===== src/hw/ulh_pkg.sv =====
// Summary of operation
// - all pins driven and sampled at the ULPI clock rising edge, single rate.
// - ULPI clock comes either from this link or from the transceiver.
// - transceiver owns the data bus while direction is high, link while low.
// - a non-zero byte starts a transfer; zero means idle.
// - link pulses stop for exactly one ULPI clock to end a stream.
// - when link sends, stop marks the previous byte as the last one.
// - after next is seen, link presents the following byte next cycle.
// - one turn-around cycle with no driver on each direction change.
// - asynchronous modes stop the clock and redefine the bus pins; here CTRL_CLK_STOP only halts the own clock, bus pins unchanged.
// - link uses stop to end transfers and to wake the transceiver.
// - link starts a register access only while direction is low.
// - command bits 7:6 select idle, transmit, write, read; 101111b extends.
// - after a register write the link returns the bus to 00h.
package ulh_pkg;

   typedef logic [11:0] ulh_addr_t;
   typedef logic [31:0] ulh_word_t;
   typedef logic [7:0] ulh_byte_t;

   typedef struct packed {
      logic clk;
      logic dir;
      logic nxt;
      logic [7:0] data;
   } ulh_pins_t;

   typedef struct packed {
      logic [1:0] op;
      logic [7:0] addr;
      logic [7:0] wdata;
   } ulh_cmd_t;

   typedef enum logic [2:0] {
      ST_IDLE = 3'b000,
      ST_CMD = 3'b001,
      ST_EXT = 3'b010,
      ST_DATA = 3'b011,
      ST_STOP = 3'b100,
      ST_RD_TURN = 3'b101,
      ST_RD_DATA = 3'b110
   } ulh_state_t;

   // register offsets
   localparam ulh_addr_t REG_CTRL = 12'h000;
   localparam ulh_addr_t REG_CMD = 12'h004;
   localparam ulh_addr_t REG_STATUS = 12'h008;

   // control fields
   localparam int CTRL_SRC_PHY = 0;
   localparam int CTRL_CLK_STOP = 1;
   localparam int CTRL_WAKE = 2;
   localparam logic CTRL_RST_VAL = 1'b0;

   // command fields
   localparam int CMD_OP_LSB = 0;
   localparam int CMD_ADDR_LSB = 8;
   localparam int CMD_WDATA_LSB = 16;

   // status fields
   localparam int STS_BUSY = 0;
   localparam int STS_DONE = 1;
   localparam int STS_RXV = 2;
   localparam int STS_DIR = 3;
   localparam int STS_RDATA_LSB = 8;
   localparam int STS_RXCMD_LSB = 16;

   // command byte encoding
   localparam logic [1:0] OP_IDLE = 2'h0;
   localparam logic [1:0] OP_TX = 2'h1;
   localparam logic [1:0] OP_WR = 2'h2;
   localparam logic [1:0] OP_RD = 2'h3;
   localparam logic [5:0] EXT_ADDR = 6'h2F;
   localparam ulh_byte_t IDLE_BYTE = 8'h00;

   // own ULPI clock: period in core cycles, high from first to last count
   localparam logic [2:0] ULPI_DIV_LAST = 3'h5;
   localparam logic [2:0] ULPI_HI_FIRST = 3'h1;
   localparam logic [2:0] ULPI_HI_LAST = 3'h3;

endpackage


===== src/hw/ulh_link.sv =====
`timescale 1ns/1ps
module ulh_link (
   input wire logic CORE_CLK,
   input wire logic RST,
   input wire logic CE,
   input wire logic PSEL,
   input wire logic PENABLE,
   input wire logic PWRITE,
   input wire ulh_pkg::ulh_addr_t PADDR,
   input wire ulh_pkg::ulh_word_t PWDATA,
   output ulh_pkg::ulh_word_t PRDATA,
   output logic PREADY,
   output logic PSLVERR,
   input wire logic ULPI_CLK_I,
   output logic ULPI_CLK_O,
   output logic ULPI_CLK_OE,
   input wire logic ULPI_DIR,
   input wire logic ULPI_NXT,
   input wire ulh_pkg::ulh_byte_t ULPI_DATA_I,
   output ulh_pkg::ulh_byte_t ULPI_DATA_O,
   output logic ULPI_DATA_OE,
   output logic ULPI_STP
);
   import ulh_pkg::*;

   ////////////////////////////////////////////////////////////////////////////
   // helpers

   function automatic logic needs_ext(input ulh_byte_t a);
      return (a[7:6] != 2'h0) || (a[5:0] == EXT_ADDR);
   endfunction

   function automatic ulh_byte_t cmd_byte(input ulh_cmd_t c);
      if (c.op == OP_TX) begin
         return {OP_TX, 2'h0, c.addr[3:0]};
      end
      if (needs_ext(c.addr)) begin
         return {c.op, EXT_ADDR};
      end
      return {c.op, c.addr[5:0]};
   endfunction

   ////////////////////////////////////////////////////////////////////////////
   // pin synchronisers

   ulh_pins_t pins_raw;
   ulh_pins_t s1_reg;
   ulh_pins_t s2_reg;
   ulh_pins_t s3_reg;
   logic [$bits(ulh_pins_t)-1:0] filt_bits;
   ulh_pins_t filt;

   assign pins_raw = '{clk: ULPI_CLK_I, dir: ULPI_DIR, nxt: ULPI_NXT, data: ULPI_DATA_I};
   assign filt = filt_bits;

   always_ff @(posedge CORE_CLK) begin
      if (RST) begin
         s1_reg <= '0;
         s2_reg <= '0;
         s3_reg <= '0;
      end else if (CE) begin
         s1_reg <= pins_raw;
         s2_reg <= s1_reg;
         s3_reg <= s2_reg;
      end
   end

   logic [$bits(ulh_pins_t)-1:0] agree;

   genvar gi;
   generate
      for (gi = 0; gi < $bits(ulh_pins_t); gi++) begin : g_filt
         assign agree[gi] = (s2_reg[gi] == s3_reg[gi]);
      end
   endgenerate

   // a bit follows stage three only once stages two and three agree
   always_ff @(posedge CORE_CLK) begin
      if (RST) begin
         filt_bits <= '0;
      end else if (CE) begin
         filt_bits <= (filt_bits & ~agree) | (s3_reg & agree);
      end
   end

   ////////////////////////////////////////////////////////////////////////////
   // control register and ULPI clock

   logic src_phy_reg;
   logic clk_stop_reg;
   logic wake_reg;
   logic [2:0] div_reg;
   logic [2:0] div_next;
   logic clk_o_reg;
   logic clk_last_reg;
   logic running;
   logic own_tick;
   logic phy_rise;
   logic tick;

   assign running = ~src_phy_reg & ~clk_stop_reg;
   assign div_next = (div_reg == ULPI_DIV_LAST) ? 3'h0 : div_reg + 3'h1;
   assign own_tick = running & (div_reg == ULPI_DIV_LAST);
   assign phy_rise = filt.clk & ~clk_last_reg;
   assign tick = CE & (src_phy_reg ? phy_rise : own_tick);

   always_ff @(posedge CORE_CLK) begin
      if (RST) begin
         div_reg <= 3'h0;
         clk_o_reg <= 1'b0;
         clk_last_reg <= 1'b0;
      end else if (CE) begin
         div_reg <= running ? div_next : 3'h0;
         clk_o_reg <= running && (div_next >= ULPI_HI_FIRST) && (div_next <= ULPI_HI_LAST);
         clk_last_reg <= filt.clk;
      end
   end

   assign ULPI_CLK_O = clk_o_reg;
   assign ULPI_CLK_OE = ~src_phy_reg;

   ////////////////////////////////////////////////////////////////////////////
   // APB slave

   logic sel_ctrl;
   logic sel_cmd;
   logic sel_status;
   logic mapped;
   logic apb_wr;
   logic apb_setup;
   logic busy_reg;
   logic cmd_wr_ok;
   logic done_reg;
   logic rxv_reg;
   ulh_byte_t rdata_reg;
   ulh_byte_t rxcmd_reg;
   ulh_word_t prdata_reg;
   ulh_word_t rd_mux;
   ulh_word_t status_word;

   assign sel_ctrl = (PADDR == REG_CTRL);
   assign sel_cmd = (PADDR == REG_CMD);
   assign sel_status = (PADDR == REG_STATUS);
   assign mapped = sel_ctrl | sel_cmd | sel_status;
   assign apb_wr = PSEL & PENABLE & PWRITE;
   assign apb_setup = PSEL & ~PENABLE;
   assign cmd_wr_ok = apb_wr & sel_cmd & ~busy_reg;
   assign PREADY = 1'b1;
   assign PSLVERR = PSEL & PENABLE & (~mapped | (sel_cmd & PWRITE & busy_reg));

   assign status_word = {8'h00, rxcmd_reg, rdata_reg, 4'h0, filt.dir, rxv_reg, done_reg, busy_reg};
   assign rd_mux = sel_ctrl ? {29'h0, wake_reg, clk_stop_reg, src_phy_reg} :
                   sel_status ? status_word : 32'h0000_0000;

   always_ff @(posedge CORE_CLK) begin
      if (RST) begin
         prdata_reg <= 32'h0000_0000;
         src_phy_reg <= CTRL_RST_VAL;
         clk_stop_reg <= CTRL_RST_VAL;
         wake_reg <= CTRL_RST_VAL;
      end else if (CE) begin
         if (apb_setup) begin
            prdata_reg <= rd_mux;
         end
         if (apb_wr && sel_ctrl) begin
            src_phy_reg <= PWDATA[CTRL_SRC_PHY];
            clk_stop_reg <= PWDATA[CTRL_CLK_STOP];
            wake_reg <= PWDATA[CTRL_WAKE];
         end
      end
   end

   assign PRDATA = prdata_reg;

   ////////////////////////////////////////////////////////////////////////////
   // ULPI link state machine

   ulh_state_t state_reg;
   ulh_state_t state_next;
   ulh_cmd_t cmd_reg;
   ulh_byte_t data_reg;
   ulh_byte_t data_next;
   logic stp_reg;
   logic stp_next;
   logic dir_last_reg;
   logic oe_reg;
   logic turn;
   logic fin;
   logic capture;
   logic rx_cap;
   logic done_clr;
   logic rxv_clr;
   logic ext_needed;

   assign turn = filt.dir ^ dir_last_reg;
   assign ext_needed = (cmd_reg.op != OP_TX) && needs_ext(cmd_reg.addr);
   assign rx_cap = tick & filt.dir & ~turn & (state_reg != ST_RD_DATA);
   assign done_clr = apb_wr & sel_status & PWDATA[STS_DONE];
   assign rxv_clr = apb_wr & sel_status & PWDATA[STS_RXV];

   always_comb begin
      state_next = state_reg;
      data_next = data_reg;
      stp_next = stp_reg;
      fin = 1'b0;
      capture = 1'b0;
      if (tick) begin
         stp_next = 1'b0;
         case (state_reg)
            ST_IDLE: begin
               data_next = IDLE_BYTE;
               if (busy_reg && !filt.dir && !dir_last_reg) begin
                  data_next = cmd_byte(cmd_reg);
                  state_next = ST_CMD;
               end
            end
            ST_CMD: begin
               if (filt.dir) begin
                  data_next = IDLE_BYTE;
                  state_next = ST_IDLE;
               end else if (filt.nxt) begin
                  if (ext_needed) begin
                     data_next = cmd_reg.addr;
                     state_next = ST_EXT;
                  end else if (cmd_reg.op == OP_RD) begin
                     data_next = IDLE_BYTE;
                     state_next = ST_RD_TURN;
                  end else begin
                     data_next = cmd_reg.wdata;
                     state_next = ST_DATA;
                  end
               end
            end
            ST_EXT: begin
               if (filt.dir) begin
                  data_next = IDLE_BYTE;
                  state_next = ST_IDLE;
               end else if (filt.nxt) begin
                  if (cmd_reg.op == OP_RD) begin
                     data_next = IDLE_BYTE;
                     state_next = ST_RD_TURN;
                  end else begin
                     data_next = cmd_reg.wdata;
                     state_next = ST_DATA;
                  end
               end
            end
            ST_DATA: begin
               if (filt.dir) begin
                  data_next = IDLE_BYTE;
                  state_next = ST_IDLE;
               end else if (filt.nxt) begin
                  data_next = IDLE_BYTE;
                  stp_next = 1'b1;
                  state_next = ST_STOP;
               end
            end
            ST_STOP: begin
               fin = 1'b1;
               state_next = ST_IDLE;
            end
            ST_RD_TURN: begin
               if (filt.dir && turn) begin
                  state_next = ST_RD_DATA;
               end
            end
            ST_RD_DATA: begin
               if (filt.dir && !turn) begin
                  capture = 1'b1;
                  fin = 1'b1;
                  state_next = ST_IDLE;
               end else if (!filt.dir) begin
                  state_next = ST_IDLE;
               end
            end
            default: begin
               data_next = IDLE_BYTE;
               state_next = ST_IDLE;
            end
         endcase
      end
   end

   always_ff @(posedge CORE_CLK) begin
      if (RST) begin
         state_reg <= ST_IDLE;
         data_reg <= IDLE_BYTE;
         stp_reg <= 1'b0;
         dir_last_reg <= 1'b1;
         oe_reg <= 1'b0;
      end else if (CE) begin
         state_reg <= state_next;
         data_reg <= data_next;
         stp_reg <= stp_next;
         oe_reg <= ~filt.dir & ~dir_last_reg;
         if (tick) begin
            dir_last_reg <= filt.dir;
         end
      end
   end

   always_ff @(posedge CORE_CLK) begin
      if (RST) begin
         cmd_reg <= '0;
         busy_reg <= 1'b0;
         done_reg <= 1'b0;
         rxv_reg <= 1'b0;
         rdata_reg <= 8'h00;
         rxcmd_reg <= 8'h00;
      end else if (CE) begin
         if (cmd_wr_ok) begin
            cmd_reg <= '{op: PWDATA[CMD_OP_LSB +: 2], addr: PWDATA[CMD_ADDR_LSB +: 8],
                         wdata: PWDATA[CMD_WDATA_LSB +: 8]};
         end
         busy_reg <= cmd_wr_ok | (busy_reg & ~fin);
         done_reg <= fin | (done_reg & ~done_clr);
         rxv_reg <= rx_cap | (rxv_reg & ~rxv_clr);
         if (capture) begin
            rdata_reg <= filt.data;
         end
         if (rx_cap) begin
            rxcmd_reg <= filt.data;
         end
      end
   end

   assign ULPI_DATA_O = data_reg;
   assign ULPI_DATA_OE = oe_reg;
   assign ULPI_STP = stp_reg | wake_reg;
endmodule


===== config.mk =====
export PLATFORM = sky130hd
export DESIGN_NAME = ulh_link
export DESIGN_NICKNAME = d
export VERILOG_FILES = /design/src/hw/ulh_pkg.sv /design/src/hw/ulh_link.sv
export SDC_FILE = /design/constraint.sdc
export NUM_CORES = 1
export LEC_CHECK = 0
export BUFFER_PORTS_ARGS = -buffer_cell sky130_fd_sc_hd__buf_2
export CAP_MARGIN = 20
export CORE_MARGIN = 2
export CORE_UTILIZATION = 55
export CTS_CLUSTER_SIZE = 20
export DETAILED_ROUTE_END_ITERATION = 6
export GPL_TIMING_DRIVEN = 0
export PLACE_DENSITY = 0.8
export SYNTH_ARGS = -nofsm -noshare
export SYNTH_HDL_FRONTEND = slang
export SYNTH_SLANG_ARGS = --single-unit

===== constraint.sdc =====
create_clock -name CORE_CLK -period 2.2 [get_ports CORE_CLK]
set_clock_uncertainty 0.1 [all_clocks]
set_input_delay 0.33 -clock CORE_CLK [delete_from_list [all_inputs] [get_ports CORE_CLK]]
set_output_delay 0.33 -clock CORE_CLK [all_outputs]
set_load 0.03 [all_outputs]

# Word-level counts from Yosys, hierarchy flattened
# Index checks and enable logic that the tools add are counted.
dict set report classes {
  add_sub_neg 1
  magnitude_cmp 2
  n_eq_ne 31
  n_mux 49
  bitwise 47
  reduce_logical 24
}
# operator count
set ops {}
lappend ops {{8-bit two-way mux} 13}
lappend ops {{24-bit two-way mux} 2}
lappend ops {{3-bit two-way mux} 14}
lappend ops {{8-bit one-hot mux with 5 select lines} 1}
lappend ops {{1-bit bitwise AND} 22}
lappend ops {{11-bit bitwise AND} 2}
lappend ops {{3-bit one-hot mux with 6 select lines} 1}
lappend ops {{1-bit two-way mux} 17}
lappend ops {{3-bit != test, second input constant} 5}
lappend ops {{1-bit inverter} 13}
lappend ops {{12-bit by 3-bit equality test with 1-bit output, second input constant} 1}
lappend ops {{12-bit by 4-bit equality test with 1-bit output, second input constant} 1}
lappend ops {{3-bit equality test, second input constant} 4}
lappend ops {{12-bit zero test} 1}
lappend ops {{2-bit AND reduction} 6}
lappend ops {{1-bit equality test} 11}
lappend ops {{11-bit inverter} 1}
lappend ops {{11-bit OR} 1}
lappend ops {{1-bit logical AND} 8}
lappend ops {{8-bit AND reduction} 1}
lappend ops {{1-bit OR} 7}
lappend ops {{3-bit by 2-bit equality test with 1-bit output, second input constant} 2}
lappend ops {{6-bit equality test, second input constant} 1}
lappend ops {{6-bit AND reduction} 1}
lappend ops {{other kinds (15)} 18}
dict set report totals {
  regBits 135
  input_bits 61
  out_inout_bits 46
  word_cells 187
}

# Depth between registers and ports, before layout
dict set report depth {
  depth_word 14
  mapped_depth 8
  ltp_nobuf 7
}

# Worst setup path after synthesis
# No wires, ideal clock.
dict set report synth_timing {
  path_type {register -> register}
  start {register src_phy_reg}
  end {register data_reg[4] (netlist: ULPI_DATA_O[4])}
  setup_ns 0.086
  arrival_ns 1.732
  t_required_ns 2.014
  path_slack_ns 0.282
  stages_incl_launch_ff 6
  n_path_buf 1
  synth_period_minus_slack_ns 1.918
  cell_sequence {dfxtp_1 buf_6 nor4b_4 a31oi_4 or4_4 a221oi_2}
}
dict set report synth_between {
  elab_chain_len 6
}
# element line
set synth_rtl {}
lappend synth_rtl {{start, declared} ulh_link.sv:89} ;# logic src_phy_reg;
lappend synth_rtl {{start signal, assigned} ulh_link.sv:166} ;# src_phy_reg <= PWDATA[CTRL_SRC_PHY];
lappend synth_rtl {{1-bit inverter} ulh_link.sv:101} ;# assign running = ~src_phy_reg & ~clk_stop_reg;
lappend synth_rtl {{1-bit bitwise AND} ulh_link.sv:101}
lappend synth_rtl {{1-bit bitwise AND} ulh_link.sv:103} ;# assign own_tick = running & (div_reg == ULPI_DIV_LAST);
lappend synth_rtl {{1-bit two-way mux (*)} ulh_link.sv:105} ;# assign tick = CE & (src_phy_reg ? phy_rise : own_tick);
lappend synth_rtl {{1-bit bitwise AND (*)} ulh_link.sv:105}
lappend synth_rtl {{6-bit AND reduction (no line) (*)} --}
lappend synth_rtl {{end signal, assigned} ulh_link.sv:293} ;# data_reg <= data_next;
lappend synth_rtl {{end, declared} ulh_link.sv:181} ;# ulh_byte_t data_reg;
# Every way passes the cells marked *; elsewhere a longest branch is shown, timed or not.
# A chain may end at the register's enable or synchronous reset.

==> flow_summary.html <==
<table>
<tr><th>Metric</th><th>Value</th></tr>
<tr><th colspan="2">Status</th></tr>
<tr><td>Outcome</td><td>finished clean</td></tr>
<tr><th colspan="2">Critical path</th></tr>
<tr><td>CP cell instances</td><td>or2_2 &gt; or3_1 &gt; o211ai_2 &gt; buf_4 &gt; nand2_1 &gt; a221oi_2</td></tr>
<tr><td>Largest delay contributor family on the critical path</td><td>simple AND/OR/NAND/NOR gates</td></tr>
<tr><td>Slowest stage delay, CP</td><td>0.41 ns</td></tr>
<tr><td>Arrival time at the worst endpoint</td><td>2.43 ns</td></tr>
<tr><td>Startpoint kind of the worst setup timing path</td><td>flip-flop</td></tr>
<tr><td>Critical path's slowest cell</td><td>sky130_fd_sc_hd__or3_1</td></tr>
<tr><td>Largest fanout of any net on the critical path</td><td>10</td></tr>
<tr><td>Crit path capture type</td><td>flip-flop</td></tr>
<tr><td>Required arrival time at the worst endpoint</td><td>roughly 2.5 ns</td></tr>
<tr><td>Crit path buf inv count</td><td>1</td></tr>
<tr><td>Crit path kind</td><td>flip-flop to flip-flop</td></tr>
<tr><th colspan="2">Yosys</th></tr>
<tr><td>Most used DFF post-synth</td><td>sky130_fd_sc_hd__dfxtp_1</td></tr>
<tr><td>Fraction of the mapped netlist area in compound gates</td><td>15.3%</td></tr>
<tr><td>Syn Inst Count</td><td>between 500 and 600</td></tr>
<tr><td>Fraction of synthesized cell area in xor and xnor cells</td><td>0%</td></tr>
<tr><td>Arithmetic-cell share of the synthesized area counting full adders, half adders and majority gates</td><td>0.960%</td></tr>
<tr><td>Mapped Area</td><td>0.00522 mm²</td></tr>
<tr><td>Proportion of synthesized flip-flops having asynchronous set or reset</td><td>0%</td></tr>
<tr><td>Per-instance average area after synthesis</td><td>9.33 µm²</td></tr>
<tr><td>Synth top area cells</td><td>sky130_fd_sc_hd__dfxtp_1, sky130_fd_sc_hd__mux2i_1, sky130_fd_sc_hd__nor2_1, sky130_fd_sc_hd__a22oi_1, sky130_fd_sc_hd__a21oi_1</td></tr>
<tr><td>Cell accounting for the most synthesized area</td><td>sky130_fd_sc_hd__dfxtp_1</td></tr>
<tr><td>Post-synthesis mux area share</td><td>between 10% and 20%</td></tr>
<tr><td>Combinational family with the most area after synthesis</td><td>simple AND/OR/NAND/NOR gates</td></tr>
<tr><td>Sequential cell area fraction in the yosys report</td><td>47.2%</td></tr>
<tr><td>Yosys top cell area share</td><td>between 40% and 50%</td></tr>
<tr><td>Synthesized-area fraction occupied by and/or/nand/nor cells</td><td>17.0%</td></tr>
<tr><td>Warnings from Yosys</td><td>0</td></tr>
<tr><td>Distinct cell type count after synthesis</td><td>56</td></tr>
<tr><td>Count of flip-flops with a built-in enable after synthesis</td><td>0</td></tr>
<tr><td>Register bit count reported by yosys</td><td>roughly 120</td></tr>
<tr><th colspan="2">Global route</th></tr>
<tr><td>GRT Total Usage</td><td>26.2%</td></tr>
<tr><td>Initial antenna violation count</td><td>0</td></tr>
<tr><td>Largest net degree at the start of global routing</td><td>17</td></tr>
<tr><td>Global-route wire length before repair</td><td>20.9 mm</td></tr>
<tr><td>Via count of the first global-routing pass</td><td>4320</td></tr>
<tr><td>Overall overflow remaining after global route</td><td>0</td></tr>
<tr><th colspan="2">Placement</th></tr>
<tr><td>Gpl congestion</td><td>0.903</td></tr>
<tr><td># port buffers</td><td>77</td></tr>
<tr><td>HPWL after detailed placement</td><td>8.84 mm</td></tr>
<tr><td>Area post-placement</td><td>~0.0058 mm²</td></tr>
<tr><th colspan="2">Final layout</th></tr>
<tr><td>Share of final-layout standard cells stronger than drive strength 1</td><td>between 20% and 30%</td></tr>
<tr><td>Max FFs per register</td><td>20</td></tr>
<tr><td>Count of inserted antenna diode cells</td><td>0</td></tr>
<tr><td>Final standard cell area without fillers</td><td>0.00679 mm²</td></tr>
<tr><td>Area Growth Syn to Fin</td><td>30.2%</td></tr>
<tr><td>Number of nets at the end of the flow</td><td>762</td></tr>
<tr><th colspan="2">Route</th></tr>
<tr><td>Number of search-and-repair iterations in the first detailed-routing pass</td><td>5</td></tr>
<tr><td>Detail-routed via count per cell</td><td>roughly 5.5</td></tr>
<tr><td>Remaining DRCs</td><td>0</td></tr>
<tr><td>DR vias</td><td>approximately 4600</td></tr>
<tr><td>Number of nets still failing antenna checks after routing</td><td>0</td></tr>
<tr><td>Total wire length after detailed routing</td><td>13.4 mm</td></tr>
<tr><td>Starting DRC count in detailed routing</td><td>283</td></tr>
<tr><td>Average wire per standard cell</td><td>16.0 µm</td></tr>
<tr><th colspan="2">Floorplan</th></tr>
<tr><td>Die height</td><td>101 µm</td></tr>
<tr><td>Die X</td><td>101 µm</td></tr>
<tr><td>Placeable Area</td><td>0.00924 mm²</td></tr>
<tr><td>Die footprint</td><td>around 0.010 mm²</td></tr>
<tr><td>Ports placed on the boundary</td><td>107</td></tr>
<tr><td>Starting utilization of the core area</td><td>56.4%</td></tr>
<tr><td>Num rows</td><td>35</td></tr>
<tr><th colspan="2">Timing</th></tr>
<tr><td>Hold Violations, Final</td><td>0</td></tr>
<tr><td>Worst Tran Pin Value</td><td>0.665 ns</td></tr>
<tr><td>RSZ-0062 raised after global routing</td><td>no</td></tr>
<tr><td>Slew Limit Headroom</td><td>a little under three fifths</td></tr>
<tr><td>Final Setup Violations</td><td>0</td></tr>
<tr><td>Portion of the clock cycle consumed by the worst path in the final layout</td><td>95.9%</td></tr>
<tr><td>Highest achievable clock rate</td><td>between 400 and 500 MHz</td></tr>
<tr><td>Max-slew violation total from the final report</td><td>0</td></tr>
<tr><td>Time the final worst path needs with I/O delays and setup</td><td>2.11 ns</td></tr>
<tr><th colspan="2">Clock tree</th></tr>
<tr><td>TritonCTS clock tree</td><td>yes</td></tr>
<tr><td>Clk_lat worst skew</td><td>0.51 ns</td></tr>
<tr><td>CTS H-Tree Depth</td><td>4</td></tr>
<tr><td>Total CTS buffers</td><td>17</td></tr>
<tr><td>Root buf cell</td><td>sky130_fd_sc_hd__clkbuf_8</td></tr>
<tr><td>Sink count of the clock tree</td><td>123</td></tr>
<tr><td>Max Buffers Root-to-Sink</td><td>2</td></tr>
<tr><td>Clock slew at the register clock pins of the worst setup and hold paths</td><td>approximately 0.06 ns</td></tr>
<tr><th colspan="2">Power and ir drop</th></tr>
<tr><td>PnR Total Power</td><td>~5.6 mW</td></tr>
<tr><td>Lkg Pwr</td><td>3.01 nW</td></tr>
<tr><td>Power density over cell area</td><td>820 mW/mm²</td></tr>
<tr><td>IR drop worst, VDD</td><td>~0.52 mV</td></tr>
<tr><th colspan="2">Worst hold path</th></tr>
<tr><td>Min-Delay Path Class</td><td>primary input to flip-flop</td></tr>
<tr><th colspan="2">Run</th></tr>
<tr><td>Max-cap violation count</td><td>0</td></tr>
</table>
==> path summary, 6_finish.rpt <==
kind | from | endpoint | slack (ns) | cells after the start
max | flip-flop | ULPI_DATA_O[0] | 0.09 | 6
min | RST | state_reg[0] | 0.16 | 2
max reg2reg | flip-flop | ULPI_DATA_O[0] | 0.09 | 6
min reg2reg | s3_reg[9] | flip-flop | 0.35 | 2
==> cell usage in the layout, fill, tap and decap left out, types with 9 or more instances in the layout <==
cell,instances
sky130_fd_sc_hd__a21o_1,10
sky130_fd_sc_hd__a21oi_1,32
sky130_fd_sc_hd__a22oi_1,26
sky130_fd_sc_hd__buf_2,86
sky130_fd_sc_hd__buf_4,15
sky130_fd_sc_hd__clkbuf_1,23
sky130_fd_sc_hd__clkbuf_16,16
sky130_fd_sc_hd__conb_1,13
sky130_fd_sc_hd__dfxtp_1,122
sky130_fd_sc_hd__dlygate4sd3_1,30
sky130_fd_sc_hd__inv_1,9
sky130_fd_sc_hd__mux2i_1,70
sky130_fd_sc_hd__nand2_1,34
sky130_fd_sc_hd__nand3_1,10
sky130_fd_sc_hd__nor2_1,98
sky130_fd_sc_hd__o21ai_0,16
==> power breakdown <==
part / switching [mW] / internal, mW / leakage [nW] / total, mW
combinational: 0.163 / 0.130 / 1.71 / 0.294
clock: 1.01 / 1.99 / 0.305 / 3.00
sequential: 0.0228 / 2.26 / 0.995 / 2.28
==> worst register-to-register path, stage by stage (launching register included) <==
cell,delay (ns)
sky130_fd_sc_hd__dfxtp_2,0.38
sky130_fd_sc_hd__or2_2,0.36
sky130_fd_sc_hd__or3_1,0.41
sky130_fd_sc_hd__o211ai_2,0.16
sky130_fd_sc_hd__buf_4,0.24
sky130_fd_sc_hd__nand2_1,0.10
sky130_fd_sc_hd__a221oi_2,0.28
==> synth_stat cells, drive strengths merged (2+ instances only) <==
cell,count
a221oi,5
dfxtp,123
nand3,10
o211ai,2
nor4,4
a31oi,2
o31ai,3
nand4,5
and4,2
nand3b,4
clkbuf,22
nand2,34
conb,2
nor3,6
o21ai,16
a21o,10
and2,4
a211o,2
nor2,99
a22oi,26
and4b,2
nor2b,6
or2,2
mux2i,70
a211oi,2
buf,26
a21oi,32
ha,4
or3,3
nor4b,2
mux2,2
a32o,3
and3,3
inv,9
==> layer usage <==
| layer | global-route usage, % | up-vias | share of wire, % |
|---|---|---|---|
| li1 | - | 2222 | - |
| met1 | 32.2 | 2217 | 43 |
| met2 | 45.3 | 183 | 50 |
| met3 | 6.21 | 17 | 6.0 |
| met4 | 8.42 | 0 | 1.1 |
| met5 | 0 | - | 0 |
==> timing repair <==
item / in CTS / in global routing
gates cloned: 0 / 0
endpoints found under the setup margin: 10 / 13
pin swaps: 0 / 1
gates resized for setup: 4 / 4
buffers inserted: 0 / 1
hold buffers: 30 / 0
endpoints found under the hold margin: 31 / 0
==> kinds of logic after synthesis <==
| logic type | Yosys count |
|---|---|
| compound gates | 112 |
| fa+ha+maj | 4 |
| buf+inv | 57 |
| flops | 123 |
| mux | 72 |
| other cells | 2 |
| simple gates | 189 |
==> cell type report <==
| cell class | count | area, µm² |
|---|---|---|
| sequential | 123 | 2460 |
| clock buffer | 19 | 432 |
| tap | 129 | 161 |
| timing repair buffer | 108 | 706 |
| buffer | 48 | 255 |
| clock inverter | 13 | 213 |
| fill | 635 | 2450 |
| multi-input combinational | 390 | 2530 |
| inverter | 9 | 33.8 |
==> metrics by stage <==
stage / setup TNS (ns) / std cells / hold WS [ns] / util [%] / setup WS, ns
after floorplan: 0 / 570 / 0.327 / - / 0.282
after global placement: -0.00876 / 776 / 0.340 / 62.8 / -0.00390
after detailed placement: -0.523 / 776 / 0.348 / 62.8 / -0.0828
after CTS: 0 / 838 / 0.165 / 73.1 / 0.0255
after global routing: 0 / 839 / 0.185 / 73.5 / 0.0225
final: 0 / 839 / 0.162 / 73.5 / 0.0893
(Power assumes the default switching activity.)
